`src/sci_pkg.sv`:
```
package sci_pkg;

  // ----------------------------------------------------------------
  // register indices (byte address is four times the index)
  // ----------------------------------------------------------------
  localparam logic [15:0] IDX_PRIO_A = 16'hff20;
  localparam logic [15:0] IDX_PRIO_B = 16'hff21;
  localparam logic [15:0] IDX_IRQ_EN = 16'hff23;
  localparam logic [15:0] IDX_IRQ_FLAG = 16'hff27;
  localparam logic [15:0] IDX_CH1_MODE = 16'hff4c;
  localparam logic [15:0] IDX_CH1_CTRL = 16'hff4d;
  localparam logic [15:0] IDX_CH1_DATA = 16'hff4e;
  localparam logic [15:0] IDX_CH1_LINE = 16'hff4f;
  localparam logic [15:0] IDX_EVT_STATUS = 16'hff60;
  localparam logic [15:0] IDX_EVT_MASK = 16'hff61;

  // ----------------------------------------------------------------
  // field positions
  // ----------------------------------------------------------------
  localparam int CTRL_OVR = 4;
  localparam int CTRL_RXTRG = 3;
  localparam int CTRL_RXEN = 2;
  localparam int CTRL_TXTRG = 1;
  localparam int CTRL_TXEN = 0;
  localparam int LINE_OUT_INV = 7;
  localparam int LINE_IN_INV = 6;
  localparam int LINE_IR_EN = 4;
  localparam int LINE_STOP = 1;
  localparam int LINE_ORDER = 0;
  localparam int MODE_PIN_EN = 0;
  localparam int PRIO_CH0_LSB = 4;
  localparam int PRIO_CH1_LSB = 0;
  localparam int FLAG_ERR1 = 5;
  localparam int FLAG_REC1 = 4;
  localparam int FLAG_TRA1 = 3;
  localparam int FLAG_ERR0 = 2;
  localparam int FLAG_REC0 = 1;
  localparam int FLAG_TRA0 = 0;
  localparam int FLAG_W = 6;
  localparam int EVT_OVR = 2;
  localparam int EVT_RX = 1;
  localparam int EVT_TX = 0;
  localparam int EVT_W = 3;

  // ----------------------------------------------------------------
  // writable masks, reset values, responses
  // ----------------------------------------------------------------
  localparam logic [7:0] PRIO_A_MASK = 8'hff;
  localparam logic [7:0] PRIO_B_MASK = 8'h3f;
  localparam logic [7:0] LINE_MASK = 8'hd3;
  localparam logic [7:0] RST_BYTE = 8'h00;
  localparam logic [1:0] RESP_OKAY = 2'h0;
  localparam logic [1:0] RESP_SLVERR = 2'h2;

  typedef enum logic [3:0] {
    REG_NONE, REG_PRIO_A, REG_PRIO_B, REG_IRQ_EN, REG_IRQ_FLAG, REG_CH1_MODE,
    REG_CH1_CTRL, REG_CH1_DATA, REG_CH1_LINE, REG_EVT_STATUS, REG_EVT_MASK
  } sci_reg_type;

endpackage

```
`src/sci_ch1_regs.sv`:
```
`timescale 1ns/100ps
// Behaviour
// [RULE_01] overrun flag: set by hardware, write 1 clears, write 0 ignored, reset 0
// [RULE_02] receive trigger reads run status; write 1 arms reception; reset 0
// [RULE_03] receive enable is a plain read/write bit, reset 0
// [RULE_04] transmit trigger reads run status; write 1 starts sending; reset 0
// [RULE_05] transmit enable is a plain read/write bit, reset 0
// [RULE_06] data register: read gives received byte, write gives transmit byte
// [RULE_07] infrared output invert flips the encoded serial output when set
// [RULE_08] infrared input invert flips the incoming serial line when set
// [RULE_09] infrared enable selects infrared encoding, else normal serial
// [RULE_10] stop-bit select: 1 means two stop bits, 0 means one
// [RULE_11] bit-order select: 1 means MSB first, 0 means LSB first
// [RULE_12] each channel has a two-bit priority field, level 0 to 3, reset 0
// [RULE_13] channel 0 priority sits in bits 5:4 of priority register A
// [RULE_14] three interrupt enable bits per channel, all reset 0
// [RULE_15] three factor flags per channel, set by events, write 1 clears
// [RULE_16] serial enable hands four port pins to the serial functions
// [RULE_17] software loads the data register before triggering a transmission
// [RULE_18] async reception done while not re-armed sets the overrun flag
// [RULE_19] channel request while any factor flag and its enable are both 1
module sci_ch1_regs #(
  parameter int ADDR_W = 18
) (
  input wire logic clk,
  input wire logic sys_rst,
  input wire logic [ADDR_W-1:0] s_axi_awaddr,
  input wire logic s_axi_awvalid,
  output logic s_axi_awready,
  input wire logic [31:0] s_axi_wdata,
  input wire logic [3:0] s_axi_wstrb,
  input wire logic s_axi_wvalid,
  output logic s_axi_wready,
  output logic [1:0] s_axi_bresp,
  output logic s_axi_bvalid,
  input wire logic s_axi_bready,
  input wire logic [ADDR_W-1:0] s_axi_araddr,
  input wire logic s_axi_arvalid,
  output logic s_axi_arready,
  output logic [31:0] s_axi_rdata,
  output logic [1:0] s_axi_rresp,
  output logic s_axi_rvalid,
  input wire logic s_axi_rready,
  input wire logic ch1_async_mode,
  input wire logic ch1_rx_done,
  input wire logic [7:0] ch1_rx_byte,
  input wire logic ch1_tx_done,
  input wire logic ch1_line_error,
  input wire logic ch0_rx_done,
  input wire logic ch0_tx_done,
  input wire logic ch0_line_error,
  output logic [7:0] ch1_tx_byte,
  output logic ch1_tx_start,
  output logic ch1_rx_start,
  output logic ch1_receive_enable,
  output logic ch1_transmit_enable,
  output logic ch1_receive_trigger,
  output logic ch1_transmit_trigger,
  output logic ch1_stop_bit_select,
  output logic ch1_bit_order_select,
  output logic ch1_infrared_enable,
  output logic serial_pin_function_enable,
  output logic [1:0] ch0_irq_level,
  output logic [1:0] ch1_irq_level,
  output logic ch0_irq_req,
  output logic ch1_irq_req,
  output logic irq,
  input wire logic [3:0] ser_out,
  input wire logic [3:0] ser_oe,
  output logic [3:0] ser_in,
  input wire logic [3:0] port_out,
  input wire logic [3:0] port_oe,
  output logic [3:0] port_in,
  input wire logic [3:0] pin_in,
  output logic [3:0] pin_out,
  output logic [3:0] pin_oe
);

  // ----------------------------------------------------------------
  // address decode
  // ----------------------------------------------------------------
  function automatic sci_pkg::sci_reg_type sci_decode(input logic [ADDR_W-1:0] addr);
    logic [15:0] idx;
    idx = addr[17:2];
    if (addr[1:0] != 2'h0) begin
      sci_decode = sci_pkg::REG_NONE;
    end else if (idx == sci_pkg::IDX_PRIO_A) begin
      sci_decode = sci_pkg::REG_PRIO_A;
    end else if (idx == sci_pkg::IDX_PRIO_B) begin
      sci_decode = sci_pkg::REG_PRIO_B;
    end else if (idx == sci_pkg::IDX_IRQ_EN) begin
      sci_decode = sci_pkg::REG_IRQ_EN;
    end else if (idx == sci_pkg::IDX_IRQ_FLAG) begin
      sci_decode = sci_pkg::REG_IRQ_FLAG;
    end else if (idx == sci_pkg::IDX_CH1_MODE) begin
      sci_decode = sci_pkg::REG_CH1_MODE;
    end else if (idx == sci_pkg::IDX_CH1_CTRL) begin
      sci_decode = sci_pkg::REG_CH1_CTRL;
    end else if (idx == sci_pkg::IDX_CH1_DATA) begin
      sci_decode = sci_pkg::REG_CH1_DATA;
    end else if (idx == sci_pkg::IDX_CH1_LINE) begin
      sci_decode = sci_pkg::REG_CH1_LINE;
    end else if (idx == sci_pkg::IDX_EVT_STATUS) begin
      sci_decode = sci_pkg::REG_EVT_STATUS;
    end else if (idx == sci_pkg::IDX_EVT_MASK) begin
      sci_decode = sci_pkg::REG_EVT_MASK;
    end else begin
      sci_decode = sci_pkg::REG_NONE;
    end
  endfunction

  // ----------------------------------------------------------------
  // bus handshake
  // ----------------------------------------------------------------
  sci_pkg::sci_reg_type wr_sel;
  sci_pkg::sci_reg_type rd_sel;
  logic wr_fire;
  logic rd_fire;
  logic [7:0] wr_byte;
  logic [7:0] next_rdata;
  logic wr_lane;

  assign wr_fire = s_axi_awvalid && s_axi_wvalid && !s_axi_bvalid;
  assign s_axi_awready = wr_fire;
  assign s_axi_wready = wr_fire;
  assign rd_fire = s_axi_arvalid && !s_axi_rvalid;
  assign s_axi_arready = rd_fire;
  assign wr_sel = sci_decode(s_axi_awaddr);
  assign rd_sel = sci_decode(s_axi_araddr);
  assign wr_byte = s_axi_wdata[7:0];
  assign wr_lane = wr_fire && s_axi_wstrb[0];

  always_ff @(posedge clk) begin
    if (sys_rst) begin
      s_axi_bvalid <= 1'b0;
      s_axi_bresp <= sci_pkg::RESP_OKAY;
    end else if (wr_fire) begin
      s_axi_bvalid <= 1'b1;
      s_axi_bresp <= (wr_sel == sci_pkg::REG_NONE) ? sci_pkg::RESP_SLVERR : sci_pkg::RESP_OKAY;
    end else if (s_axi_bready) begin
      s_axi_bvalid <= 1'b0;
    end
  end

  // ----------------------------------------------------------------
  // configuration registers
  // ----------------------------------------------------------------
  logic [7:0] prio_a;
  logic [7:0] prio_b;
  logic [7:0] irq_enable;
  logic [7:0] line_opts;
  logic [sci_pkg::EVT_W-1:0] evt_mask;

  always_ff @(posedge clk) begin
    if (sys_rst) begin
      prio_a <= sci_pkg::RST_BYTE;
      prio_b <= sci_pkg::RST_BYTE;
      irq_enable <= sci_pkg::RST_BYTE;
      line_opts <= sci_pkg::RST_BYTE;
      serial_pin_function_enable <= 1'b0;
      evt_mask <= '0;
    end else if (wr_lane) begin
      if (wr_sel == sci_pkg::REG_PRIO_A) begin
        prio_a <= wr_byte & sci_pkg::PRIO_A_MASK; // RULE_12 RULE_13
      end else if (wr_sel == sci_pkg::REG_PRIO_B) begin
        prio_b <= wr_byte & sci_pkg::PRIO_B_MASK; // RULE_12
      end else if (wr_sel == sci_pkg::REG_IRQ_EN) begin
        irq_enable <= wr_byte & sci_pkg::PRIO_B_MASK; // RULE_14
      end else if (wr_sel == sci_pkg::REG_CH1_LINE) begin
        line_opts <= wr_byte & sci_pkg::LINE_MASK; // RULE_07 RULE_08 RULE_09 RULE_10 RULE_11
      end else if (wr_sel == sci_pkg::REG_CH1_MODE) begin
        serial_pin_function_enable <= wr_byte[sci_pkg::MODE_PIN_EN]; // RULE_16
      end else if (wr_sel == sci_pkg::REG_EVT_MASK) begin
        evt_mask <= wr_byte[sci_pkg::EVT_W-1:0];
      end
    end
  end

  assign ch1_infrared_enable = line_opts[sci_pkg::LINE_IR_EN]; // RULE_09
  assign ch1_stop_bit_select = line_opts[sci_pkg::LINE_STOP]; // RULE_10
  assign ch1_bit_order_select = line_opts[sci_pkg::LINE_ORDER]; // RULE_11
  assign ch0_irq_level = prio_a[sci_pkg::PRIO_CH0_LSB +: 2]; // RULE_13
  assign ch1_irq_level = prio_b[sci_pkg::PRIO_CH1_LSB +: 2]; // RULE_12

  // ----------------------------------------------------------------
  // channel 1 transfer control
  // ----------------------------------------------------------------
  logic ctrl_wr;
  logic overrun;
  logic [7:0] rx_buffer;

  assign ctrl_wr = wr_lane && (wr_sel == sci_pkg::REG_CH1_CTRL);

  always_ff @(posedge clk) begin
    if (sys_rst) begin
      ch1_receive_enable <= 1'b0;
      ch1_transmit_enable <= 1'b0;
    end else if (ctrl_wr) begin
      ch1_receive_enable <= wr_byte[sci_pkg::CTRL_RXEN]; // RULE_03
      ch1_transmit_enable <= wr_byte[sci_pkg::CTRL_TXEN]; // RULE_05
    end
  end

  // a fresh trigger write wins over a completion in the same cycle
  always_ff @(posedge clk) begin
    if (sys_rst) begin
      ch1_transmit_trigger <= 1'b0;
      ch1_tx_start <= 1'b0;
    end else begin
      ch1_tx_start <= ctrl_wr && wr_byte[sci_pkg::CTRL_TXTRG] && ch1_transmit_enable; // RULE_04
      if (ctrl_wr && wr_byte[sci_pkg::CTRL_TXTRG] && ch1_transmit_enable) begin
        ch1_transmit_trigger <= 1'b1; // RULE_04 RULE_17
      end else if (ch1_tx_done || !ch1_transmit_enable) begin
        ch1_transmit_trigger <= 1'b0;
      end
    end
  end

  always_ff @(posedge clk) begin
    if (sys_rst) begin
      ch1_receive_trigger <= 1'b0;
      ch1_rx_start <= 1'b0;
    end else begin
      ch1_rx_start <= ctrl_wr && wr_byte[sci_pkg::CTRL_RXTRG] && ch1_receive_enable; // RULE_02
      if (ctrl_wr && wr_byte[sci_pkg::CTRL_RXTRG] && ch1_receive_enable) begin
        ch1_receive_trigger <= 1'b1; // RULE_02
      end else if (ch1_rx_done || !ch1_receive_enable) begin
        ch1_receive_trigger <= 1'b0;
      end
    end
  end

  always_ff @(posedge clk) begin
    if (sys_rst) begin
      overrun <= 1'b0;
    end else if (ch1_rx_done && ch1_async_mode && !ch1_receive_trigger) begin
      overrun <= 1'b1; // RULE_18
    end else if (ctrl_wr && wr_byte[sci_pkg::CTRL_OVR]) begin
      overrun <= 1'b0; // RULE_01
    end
  end

  always_ff @(posedge clk) begin
    if (sys_rst) begin
      rx_buffer <= sci_pkg::RST_BYTE;
      ch1_tx_byte <= sci_pkg::RST_BYTE;
    end else begin
      if (ch1_rx_done) begin
        rx_buffer <= ch1_rx_byte; // RULE_06
      end
      if (wr_lane && wr_sel == sci_pkg::REG_CH1_DATA) begin
        ch1_tx_byte <= wr_byte; // RULE_06
      end
    end
  end

  // ----------------------------------------------------------------
  // factor flags, channel requests and event status
  // ----------------------------------------------------------------
  logic [sci_pkg::FLAG_W-1:0] flag_set;
  logic [sci_pkg::FLAG_W-1:0] flag_clear;
  logic [sci_pkg::FLAG_W-1:0] flags;
  logic [sci_pkg::FLAG_W-1:0] flag_active;
  logic [sci_pkg::EVT_W-1:0] evt_set;
  logic [sci_pkg::EVT_W-1:0] evt_clear;
  logic [sci_pkg::EVT_W-1:0] evt_status;
  logic ch1_overrun_event;

  assign ch1_overrun_event = ch1_rx_done && ch1_async_mode && !ch1_receive_trigger;

  always_comb begin
    flag_set = '0;
    flag_set[sci_pkg::FLAG_ERR1] = ch1_line_error || ch1_overrun_event; // RULE_15
    flag_set[sci_pkg::FLAG_REC1] = ch1_rx_done;
    flag_set[sci_pkg::FLAG_TRA1] = ch1_tx_done;
    flag_set[sci_pkg::FLAG_ERR0] = ch0_line_error;
    flag_set[sci_pkg::FLAG_REC0] = ch0_rx_done;
    flag_set[sci_pkg::FLAG_TRA0] = ch0_tx_done;
  end

  assign flag_clear = (wr_lane && wr_sel == sci_pkg::REG_IRQ_FLAG) ?
                      wr_byte[sci_pkg::FLAG_W-1:0] : '0; // RULE_15

  sci_sticky_flags #(
    .W(sci_pkg::FLAG_W)
  ) u_factor_flags (
    .clk(clk),
    .sys_rst(sys_rst),
    .set(flag_set),
    .clear(flag_clear),
    .flags(flags)
  );

  assign flag_active = flags & irq_enable[sci_pkg::FLAG_W-1:0]; // RULE_14
  assign ch1_irq_req = |flag_active[sci_pkg::FLAG_ERR1:sci_pkg::FLAG_TRA1]; // RULE_19
  assign ch0_irq_req = |flag_active[sci_pkg::FLAG_ERR0:sci_pkg::FLAG_TRA0]; // RULE_19

  always_comb begin
    evt_set = '0;
    evt_set[sci_pkg::EVT_OVR] = ch1_overrun_event;
    evt_set[sci_pkg::EVT_RX] = ch1_rx_done;
    evt_set[sci_pkg::EVT_TX] = ch1_tx_done;
  end

  assign evt_clear = (rd_fire && rd_sel == sci_pkg::REG_EVT_STATUS) ? '1 : '0;

  sci_sticky_flags #(
    .W(sci_pkg::EVT_W)
  ) u_event_status (
    .clk(clk),
    .sys_rst(sys_rst),
    .set(evt_set),
    .clear(evt_clear),
    .flags(evt_status)
  );

  assign irq = |(evt_status & evt_mask);

  // ----------------------------------------------------------------
  // read path
  // ----------------------------------------------------------------
  always_comb begin
    next_rdata = 8'h00;
    case (rd_sel)
      sci_pkg::REG_PRIO_A: next_rdata = prio_a;
      sci_pkg::REG_PRIO_B: next_rdata = prio_b;
      sci_pkg::REG_IRQ_EN: next_rdata = irq_enable;
      sci_pkg::REG_IRQ_FLAG: next_rdata = {2'h0, flags};
      sci_pkg::REG_CH1_MODE: next_rdata = {7'h00, serial_pin_function_enable};
      sci_pkg::REG_CH1_CTRL: next_rdata = {3'h0, overrun, ch1_receive_trigger,
                                           ch1_receive_enable, ch1_transmit_trigger,
                                           ch1_transmit_enable}; // RULE_01 RULE_02 RULE_04
      sci_pkg::REG_CH1_DATA: next_rdata = rx_buffer;
      sci_pkg::REG_CH1_LINE: next_rdata = line_opts;
      sci_pkg::REG_EVT_STATUS: next_rdata = {5'h00, evt_status};
      sci_pkg::REG_EVT_MASK: next_rdata = {5'h00, evt_mask};
      default: next_rdata = 8'h00;
    endcase
  end

  always_ff @(posedge clk) begin
    if (sys_rst) begin
      s_axi_rvalid <= 1'b0;
      s_axi_rdata <= 32'h0000_0000;
      s_axi_rresp <= sci_pkg::RESP_OKAY;
    end else if (rd_fire) begin
      s_axi_rvalid <= 1'b1;
      s_axi_rdata <= {24'h000000, next_rdata};
      s_axi_rresp <= (rd_sel == sci_pkg::REG_NONE) ? sci_pkg::RESP_SLVERR : sci_pkg::RESP_OKAY;
    end else if (s_axi_rready) begin
      s_axi_rvalid <= 1'b0;
    end
  end

  // ----------------------------------------------------------------
  // pin function and infrared line handling
  // ----------------------------------------------------------------
  sci_line_io u_line_io (
    .clk(clk),
    .sys_rst(sys_rst),
    .pin_function_enable(serial_pin_function_enable),
    .infrared_enable(ch1_infrared_enable),
    .input_invert(line_opts[sci_pkg::LINE_IN_INV]),
    .output_invert(line_opts[sci_pkg::LINE_OUT_INV]),
    .ser_out(ser_out),
    .ser_oe(ser_oe),
    .ser_in(ser_in),
    .port_out(port_out),
    .port_oe(port_oe),
    .port_in(port_in),
    .pin_in(pin_in),
    .pin_out(pin_out),
    .pin_oe(pin_oe)
  );

  // ----------------------------------------------------------------
  // checks
  // ----------------------------------------------------------------
  a_overrun_set: assert property (@(posedge clk) disable iff (sys_rst) // RULE_18
    ch1_rx_done && ch1_async_mode && !ch1_receive_trigger |=> overrun && flags[sci_pkg::FLAG_ERR1])
    else $error("overrun not raised");
  a_overrun_clear: assert property (@(posedge clk) disable iff (sys_rst) // RULE_01
    ctrl_wr && wr_byte[sci_pkg::CTRL_OVR] && !ch1_overrun_event |=> !overrun)
    else $error("overrun not cleared");
  a_tx_trigger_run: assert property (@(posedge clk) disable iff (sys_rst) // RULE_04
    ctrl_wr && wr_byte[sci_pkg::CTRL_TXTRG] && ch1_transmit_enable
    |=> ch1_transmit_trigger && ch1_tx_start ##1 !ch1_tx_start)
    else $error("transmit start wrong");
  a_tx_trigger_stop: assert property (@(posedge clk) disable iff (sys_rst) // RULE_04
    ch1_tx_done && !(ctrl_wr && wr_byte[sci_pkg::CTRL_TXTRG]) |=> !ch1_transmit_trigger)
    else $error("transmit status stuck");
  a_rx_trigger_run: assert property (@(posedge clk) disable iff (sys_rst) // RULE_02
    ctrl_wr && wr_byte[sci_pkg::CTRL_RXTRG] && ch1_receive_enable |=> ch1_receive_trigger)
    else $error("receive trigger not set");
  a_rx_data_load: assert property (@(posedge clk) disable iff (sys_rst) // RULE_06
    ch1_rx_done |=> rx_buffer == $past(ch1_rx_byte))
    else $error("receive byte not held");
  a_factor_set: assert property (@(posedge clk) disable iff (sys_rst) // RULE_15
    ch1_rx_done |=> flags[sci_pkg::FLAG_REC1] ##1 flags[sci_pkg::FLAG_REC1] || $past(wr_lane))
    else $error("receive factor lost");
  a_irq_request: assert property (@(posedge clk) disable iff (sys_rst) // RULE_19
    ch1_irq_req == |(flags[5:3] & irq_enable[5:3]))
    else $error("channel request mismatch");
  a_read_answer: assert property (@(posedge clk) disable iff (sys_rst)
    rd_fire |=> s_axi_rvalid && s_axi_rdata[31:8] == 24'h000000)
    else $error("read answer late");
  c_overrun: cover property (@(posedge clk) disable iff (sys_rst) $rose(overrun));
  c_tx_cycle: cover property (@(posedge clk) disable iff (sys_rst)
    ch1_tx_start ##[1:50] ch1_tx_done);
  c_irq: cover property (@(posedge clk) disable iff (sys_rst) $rose(irq));

endmodule

```
`src/sci_sticky_flags.sv`:
```
`timescale 1ns/100ps
module sci_sticky_flags #(
  parameter int W = 6
) (
  input wire logic clk,
  input wire logic sys_rst,
  input wire logic [W-1:0] set,
  input wire logic [W-1:0] clear,
  output logic [W-1:0] flags
);

  // ----------------------------------------------------------------
  // set wins over a clear in the same cycle
  // ----------------------------------------------------------------
  always_ff @(posedge clk) begin
    if (sys_rst) begin
      flags <= '0;
    end else begin
      flags <= (flags & ~clear) | set;
    end
  end

endmodule

```
`src/sci_line_io.sv`:
```
`timescale 1ns/100ps
module sci_line_io (
  input wire logic clk,
  input wire logic sys_rst,
  input wire logic pin_function_enable,
  input wire logic infrared_enable,
  input wire logic input_invert,
  input wire logic output_invert,
  input wire logic [3:0] ser_out,
  input wire logic [3:0] ser_oe,
  output logic [3:0] ser_in,
  input wire logic [3:0] port_out,
  input wire logic [3:0] port_oe,
  output logic [3:0] port_in,
  input wire logic [3:0] pin_in,
  output logic [3:0] pin_out,
  output logic [3:0] pin_oe
);

  // ----------------------------------------------------------------
  // pin order: 0 serial in, 1 serial out, 2 clock, 3 ready
  // ----------------------------------------------------------------
  logic [3:0] pin_meta;
  logic [3:0] pin_sync;

  always_ff @(posedge clk) begin
    if (sys_rst) begin
      pin_meta <= 4'h0;
      pin_sync <= 4'h0;
    end else begin
      pin_meta <= pin_in;
      pin_sync <= pin_meta;
    end
  end

  // input inversion applies only to infrared decoding
  always_comb begin
    port_in = pin_sync;
    ser_in = pin_sync;
    ser_in[0] = pin_sync[0] ^ (infrared_enable & input_invert); // RULE_08
  end

  always_ff @(posedge clk) begin
    if (sys_rst) begin
      pin_out <= 4'h0;
      pin_oe <= 4'h0;
    end else if (pin_function_enable) begin // RULE_16
      pin_out <= ser_out;
      pin_out[1] <= ser_out[1] ^ (infrared_enable & output_invert); // RULE_07
      pin_oe <= ser_oe;
    end else begin
      pin_out <= port_out;
      pin_oe <= port_oe;
    end
  end

endmodule

```
`config.mk`:
```
export PLATFORM = sky130hd
export DESIGN_NAME = sci_ch1_regs
export DESIGN_NICKNAME = d
export VERILOG_FILES = /design/src/sci_pkg.sv /design/src/sci_ch1_regs.sv /design/src/sci_sticky_flags.sv /design/src/sci_line_io.sv
export SDC_FILE = /design/constraint.sdc
export NUM_CORES = 1
export LEC_CHECK = 0
export BUFFER_PORTS_ARGS = -buffer_cell sky130_fd_sc_hd__buf_2
export CAP_MARGIN = 10
export CORE_ASPECT_RATIO = 0.75
export CORE_MARGIN = 8
export CORE_UTILIZATION = 48
export CTS_CLUSTER_SIZE = 8
export DETAILED_ROUTE_END_ITERATION = 10
export GPL_TIMING_DRIVEN = 0
export PLACE_DENSITY = 0.81
export SKIP_CTS_REPAIR_TIMING = 1
export SLEW_MARGIN = 20
export SYNTH_ARGS = -nofsm -noshare
export SYNTH_HDL_FRONTEND = slang
export SYNTH_SLANG_ARGS = --single-unit
```
`constraint.sdc`:
```
create_clock -name clk -period 3.3 [get_ports clk]
set_input_delay 0.66 -clock clk [delete_from_list [all_inputs] [get_ports clk]]
set_output_delay 0.66 -clock clk [all_outputs]
set_load 0.01 [all_outputs]
```
# == Yosys cells after proc, flatten, opt, wreduce, memory -nomap -nowiden ==
# Index checks and enable logic that the tools add are counted.
# word_totals
latch_bits,0
rom_bits,0
input_bits,114
ram_bits,0
memories,0
out_inout_bits,82
wordCells,162
ff_bits,91
# op_classes
eq_ne,39
order_cmp,0
n_bitwise,17
div,0
n_mul,0
addsub,0
n_mux,39
n_reduce_logical,41
shifts,0
# op_table
operator,count
$eq 16x16->1 const B,20
$mux 4,24
$pmux 8 s10,1
$eq 4x3->1 const B,8
$eq 4x4->1 const B,5
$eq 4x2->1 const B,4
$logic_and 1x1->1,15
$reduce_bool 2->1,7
$and 6x6->6,2
$mux 1,10
$reduce_or 3->1,3
$eq 4x1->1 const B,2
$logic_not 4->1,2
$reduce_and 7->1,1
$and 3x3->3,2
$mux 6,1
$not 6->6,1
$or 6x6->6,1
$reduce_and 6->1,1
$logic_not 1->1,5
$not 1->1,5
$reduce_and 5->1,1
$mux 2,2
$reduce_and 4->1,1
other kinds (8),12

# == Depth between registers and ports, before layout ==
# depth
word_depth,18
depth_mapped,10
depth_no_buf,7

# == Modules after synthesis ==
# Synthesis repeated with hierarchy kept, for this count alone.
# unflattened
cells_unflattened,535
area_unflattened_um2,4898.4
# modules_own_cells
module,area_each_um2,cells_each,n_inst
sci_ch1_regs,3983.8,450,1
sci_line_io,554.3,49,1
sci_sticky_flags at u_factor_flags,255.2,24,1
sci_sticky_flags at u_event_status,105.1,12,1

# == Worst setup path after synthesis ==
# No wires, ideal clock.
# synth_path
path_kind,input -> register
from,in s_axi_awaddr[5]
to,reg irq_enable[4]
required_time_ps,3172
arrival_ps,2570
setup_slack_ps,603
stages,7
setup_time_ps,128
n_path_buf,0
cell_sequence,or4b_4 > nor4b_2 > o21ai_1 > or4_4 > nor3_4 > mux2i_1 > nor2_1
# synth_via
elab_chain_cells,15
# synth_lines
item,line_no,source
from (decl),sci_ch1_regs.sv:27,"input wire logic [ADDR_W-1:0] s_axi_awaddr,"
$eq 16x16->1,sci_ch1_regs.sv:105,end else if (idx == sci_pkg::IDX_EVT_MASK) begin
$mux 4,sci_ch1_regs.sv:105,
$mux 4,sci_ch1_regs.sv:103,end else if (idx == sci_pkg::IDX_EVT_STATUS) begin
$mux 4,sci_ch1_regs.sv:101,end else if (idx == sci_pkg::IDX_CH1_LINE) begin
$mux 4,sci_ch1_regs.sv:99,end else if (idx == sci_pkg::IDX_CH1_DATA) begin
$mux 4,sci_ch1_regs.sv:97,end else if (idx == sci_pkg::IDX_CH1_CTRL) begin
$mux 4,sci_ch1_regs.sv:95,end else if (idx == sci_pkg::IDX_CH1_MODE) begin
$mux 4,sci_ch1_regs.sv:93,end else if (idx == sci_pkg::IDX_IRQ_FLAG) begin
$mux 4,sci_ch1_regs.sv:91,end else if (idx == sci_pkg::IDX_IRQ_EN) begin
$mux 4,sci_ch1_regs.sv:89,end else if (idx == sci_pkg::IDX_PRIO_B) begin
$mux 4 *,sci_ch1_regs.sv:87,end else if (idx == sci_pkg::IDX_PRIO_A) begin
$mux 4 *,sci_ch1_regs.sv:85,if (addr[1:0] != 2'h0) begin
$eq 4x2->1 or $eq 4x1->1 (tied branches),"sci_ch1_regs.sv:165, sci_ch1_regs.sv:163",
$not 1->1 (no source line),n/a,
$reduce_and 4->1 (no source line) *,n/a,
to (signal assigned),sci_ch1_regs.sv:158,irq_enable <= sci_pkg::RST_BYTE;
to (signal assigned),sci_ch1_regs.sv:168,irq_enable <= wr_byte & sci_pkg::PRIO_B_MASK;
to (decl),sci_ch1_regs.sv:150,logic [7:0] irq_enable;
# Mark *: on every way between the ends. The rest lies on a longest branch, timed or not.
# A chain may end at the register's enable or synchronous reset.

# == Worst setup path in the final report ==
# layout_path
from,in s_axi_araddr[6]
to,reg s_axi_rdata[1]
# layout_via
elab_chain_cells,14
# layout_lines
item,line_no,source
from (decl),sci_ch1_regs.sv:37,"input wire logic [ADDR_W-1:0] s_axi_araddr,"
$eq 16x16->1,sci_ch1_regs.sv:105,
$mux 4,sci_ch1_regs.sv:105,
$mux 4,sci_ch1_regs.sv:103,
$mux 4,sci_ch1_regs.sv:101,
$mux 4,sci_ch1_regs.sv:99,
$mux 4,sci_ch1_regs.sv:97,
$mux 4,sci_ch1_regs.sv:95,
$mux 4,sci_ch1_regs.sv:93,
$mux 4,sci_ch1_regs.sv:91,
$mux 4,sci_ch1_regs.sv:89,
$mux 4 *,sci_ch1_regs.sv:87,
$mux 4 *,sci_ch1_regs.sv:85,
"$eq 4x4->1, or another cell as far along",sci_ch1_regs.sv:324,case (rd_sel)
$pmux 8 s10 *,sci_ch1_regs.sv:324,
to (signal assigned),sci_ch1_regs.sv:348,"s_axi_rdata <= {24'h000000, next_rdata};"
to (decl),sci_ch1_regs.sv:40,"output logic [31:0] s_axi_rdata,"
# Marks and branches as above.

==> metrics.yaml <==
sta:
  holdWs_ps: 442
  fin_crit_sh_pct: 89.2
  fin_skew_ps: 6.62
  final-setup-viol-count: 0
  final_hold_viol_count: 0
  finalSetupTns_ps: 0
  post-route-min-period_ps: 2940
  achievable-frequency_ghz: 0.340
  worstMarginPinSlew_ps: 867
  rsz0062_at_grt: "no"
  slew_violations: 0
  fin_ws_ps: 358
  timing.slew.headroom_pct: 42.2
route:
  vias: 4361
  drc: 0
  drt_iter0_drc: 384
  drtAntennaViolNets: 0
  via_per_inst: 5.43
  wire_per_inst_um: 17.6
  totalWireLength_um: 14100
  first_pass_iters: 4
setup_path:
  required_ps: 3550
  path_class: "primary input to flip-flop"
  critPathTopFamily: "simple AND/OR/NAND/NOR gates"
  path_common_cell: "clkbuf_1"
  cp-end-kind: "flip-flop"
  cpPeakStageDelay_ps: 480
  cpMaxStageDelayCell: "nor4b_2"
  worst-path-max-fanout: 7
  crit_path_cell_trace: "buf_2 -> nor4b_2 -> and4bb_2 -> or2_1 -> clkbuf_1 -> and3_1 -> clkbuf_1 -> nand2_1 -> o211a_1 -> a221oi_1"
  start_kind: "primary input"
  crit_buf_inv: 3
  critPathArrivalTime_ps: 3190
place:
  portBuffers: 138
  dp_cells: 788
  dp_hpwl_um: 11200
  place_ws_ps: 166
  globalplace.congestion: 0.929
  placed_area_um2: 5340
cells_and_area:
  area_growth_pct: 27.0
  diodes: 0
  fin_util_pct: 62.3
  fin_cells: 803
  fin_nets: 801
  nFillCells: 806
  drive_gt1_share_pct: 29.4
  design_area_um2: 5610
pwr:
  power.total_mw: 2.30
  vdd_drop_max_v: 0.000293
  p_leak_nw: 2.50
  power_density_nw_per_um2: 409
synthesis:
  async_flop_share_pct: 0
  synth_cells: 513
  netlist_area_um2: 4410
  ys_ff_latch: 89
  ys_seq_area_share_pct: 40.4
  synth-edff-count: 0
  ys_types: 63
  yosysWarnings: 0
  ys.flop_type: "dfxtp_1"
  syn_area_per_cell_um2: 8.60
global_routing:
  grt_pass1_wl_um: 22400
  grt_pass1_vias: 4387
  grt_max_degree: 16
  overflow: 0
  grt_util_all_layers_pct: 22.2
  antenna_found_initial: 0
die:
  rows: 30
  core_um2: 9010
  initial_core_util_pct: 49.0
  die-area_um2: 12600
  die_h_um: 99.1
  die_w_um: 127
  io-pin-count: 196
cts:
  cts-root-buf: "clkbuf_16"
  cts_tree: "done"
  cts_max_path_buffers: 2
  clk_pin_slew_ps: 60
  insertion_delay_ps: 350
  clock-sinks: 89
  cts_buffers: 9
  ctsHtreeMaxLevel: 3
run_status:
  status: "finished clean"
min_path:
  hold_path_class: "flip-flop to flip-flop"
run:
  drv_cap: 0
registers in the layout, indices dropped and copies added, names as in the netlist, 3 cells and up:
register / flops
ch1_tx_byte: 8
prio_a: 8
rx_buffer: 8
s_axi_rdata: 8
irq_enable: 6
prio_b: 6
u_factor_flags.flags: 6
line_opts: 5
u_line_io.pin_meta: 4
u_line_io.pin_oe: 4
u_line_io.pin_out: 4
u_line_io.port_in: 4
evt_mask: 3
u_event_status.flags: 3
synth_stat cells (4+ instances only):
cell,count,share of area [%]
dfxtp_1,89,40
nor2_1,74,6.3
mux2i_1,52,12
nand2_1,39,3.3
a21oi_1,34,3.9
buf_4,34,5.8
nand3_1,24,2.7
clkbuf_1,17,1.4
inv_1,11,0.94
nor3_1,10,1.1
nor2b_1,9,1.3
nand2b_1,7,0.99
o21ai_0,7,0.79
and3_1,6,0.85
a31oi_1,5,0.71
nand4_1,5,0.71
o31a_1,5,0.99
a21o_1,4,0.68
a221oi_1,4,0.79
a222oi_1,4,0.91
buf_2,4,0.45
nand3b_1,4,0.68
layout make-up:
class,count,area [um2],share of cell area (%)
well taps,112,140,2.50
repair buffers,138,691,12.3
clock buffers,10,229,4.08
clock inverters,5,40.0,0.714
plain buffers,58,350,6.25
flip-flops and latches,89,1780,31.8
inverters,11,41.3,0.736
multi-input cells,380,2330,41.6
cell families after synthesis:
family | share of synthesized area [%]
other | 0.0850
DFF | 40.4
xor gates and xnor gates | 0.595
and+or+nand+nor | 23.7
muxes | 11.8
buffers and inverters | 8.87
AOI/OAI and AO/OA | 14.6
layout by cell type (no fill, tap or decap), types with 6 or more instances in the layout:
cell | Yosys | routed
nor2_1 | 74 | 74
nand2b_1 | 7 | 7
buf_4 | 34 | 34
o21ai_0 | 7 | 7
nor2b_1 | 9 | 9
nand2_1 | 39 | 39
nor3_1 | 10 | 10
clkbuf_1 | 17 | 18
nand3_1 | 24 | 24
dfxtp_1 | 89 | 89
conb_1 | 1 | 26
clkbuf_16 | 0 | 9
and3_1 | 6 | 6
mux2i_1 | 52 | 52
a21oi_1 | 34 | 34
buf_2 | 4 | 142
inv_1 | 11 | 11
metal layers:
| layer | vias to the layer above | GRT usage (%) | wire length [um] |
|---|---|---|---|
| li1 | 2110 | - | - |
| met1 | 2030 | 28.4 | 6250 |
| met2 | 207 | 34.4 | 6130 |
| met3 | 14 | 8.36 | 1550 |
| met4 | 0 | 5.93 | 166 |
| met5 | - | 0 | 0 |
where the power goes:
| group | switching, mW | leakage, nW | internal (mW) |
|---|---|---|---|
| clock network | 0.439 | 0.122 | 0.511 |
| logic | 0.125 | 1.65 | 0.102 |
| registers | 0.0168 | 0.726 | 1.10 |
worst paths after layout:
path         slack [ps]  cells after the start             startpoint              endpoint
max                 360                     10        s_axi_araddr[6]        s_axi_rdata[1]
min reg2reg         440                      1  u_line_io.pin_meta[2]  u_line_io.port_in[2]
min                 440                      1  u_line_io.pin_meta[2]  u_line_io.port_in[2]
max reg2reg        1110                      7           s_axi_bvalid          line_opts[0]
Note: power is estimated with default switching activity, not from simulation.
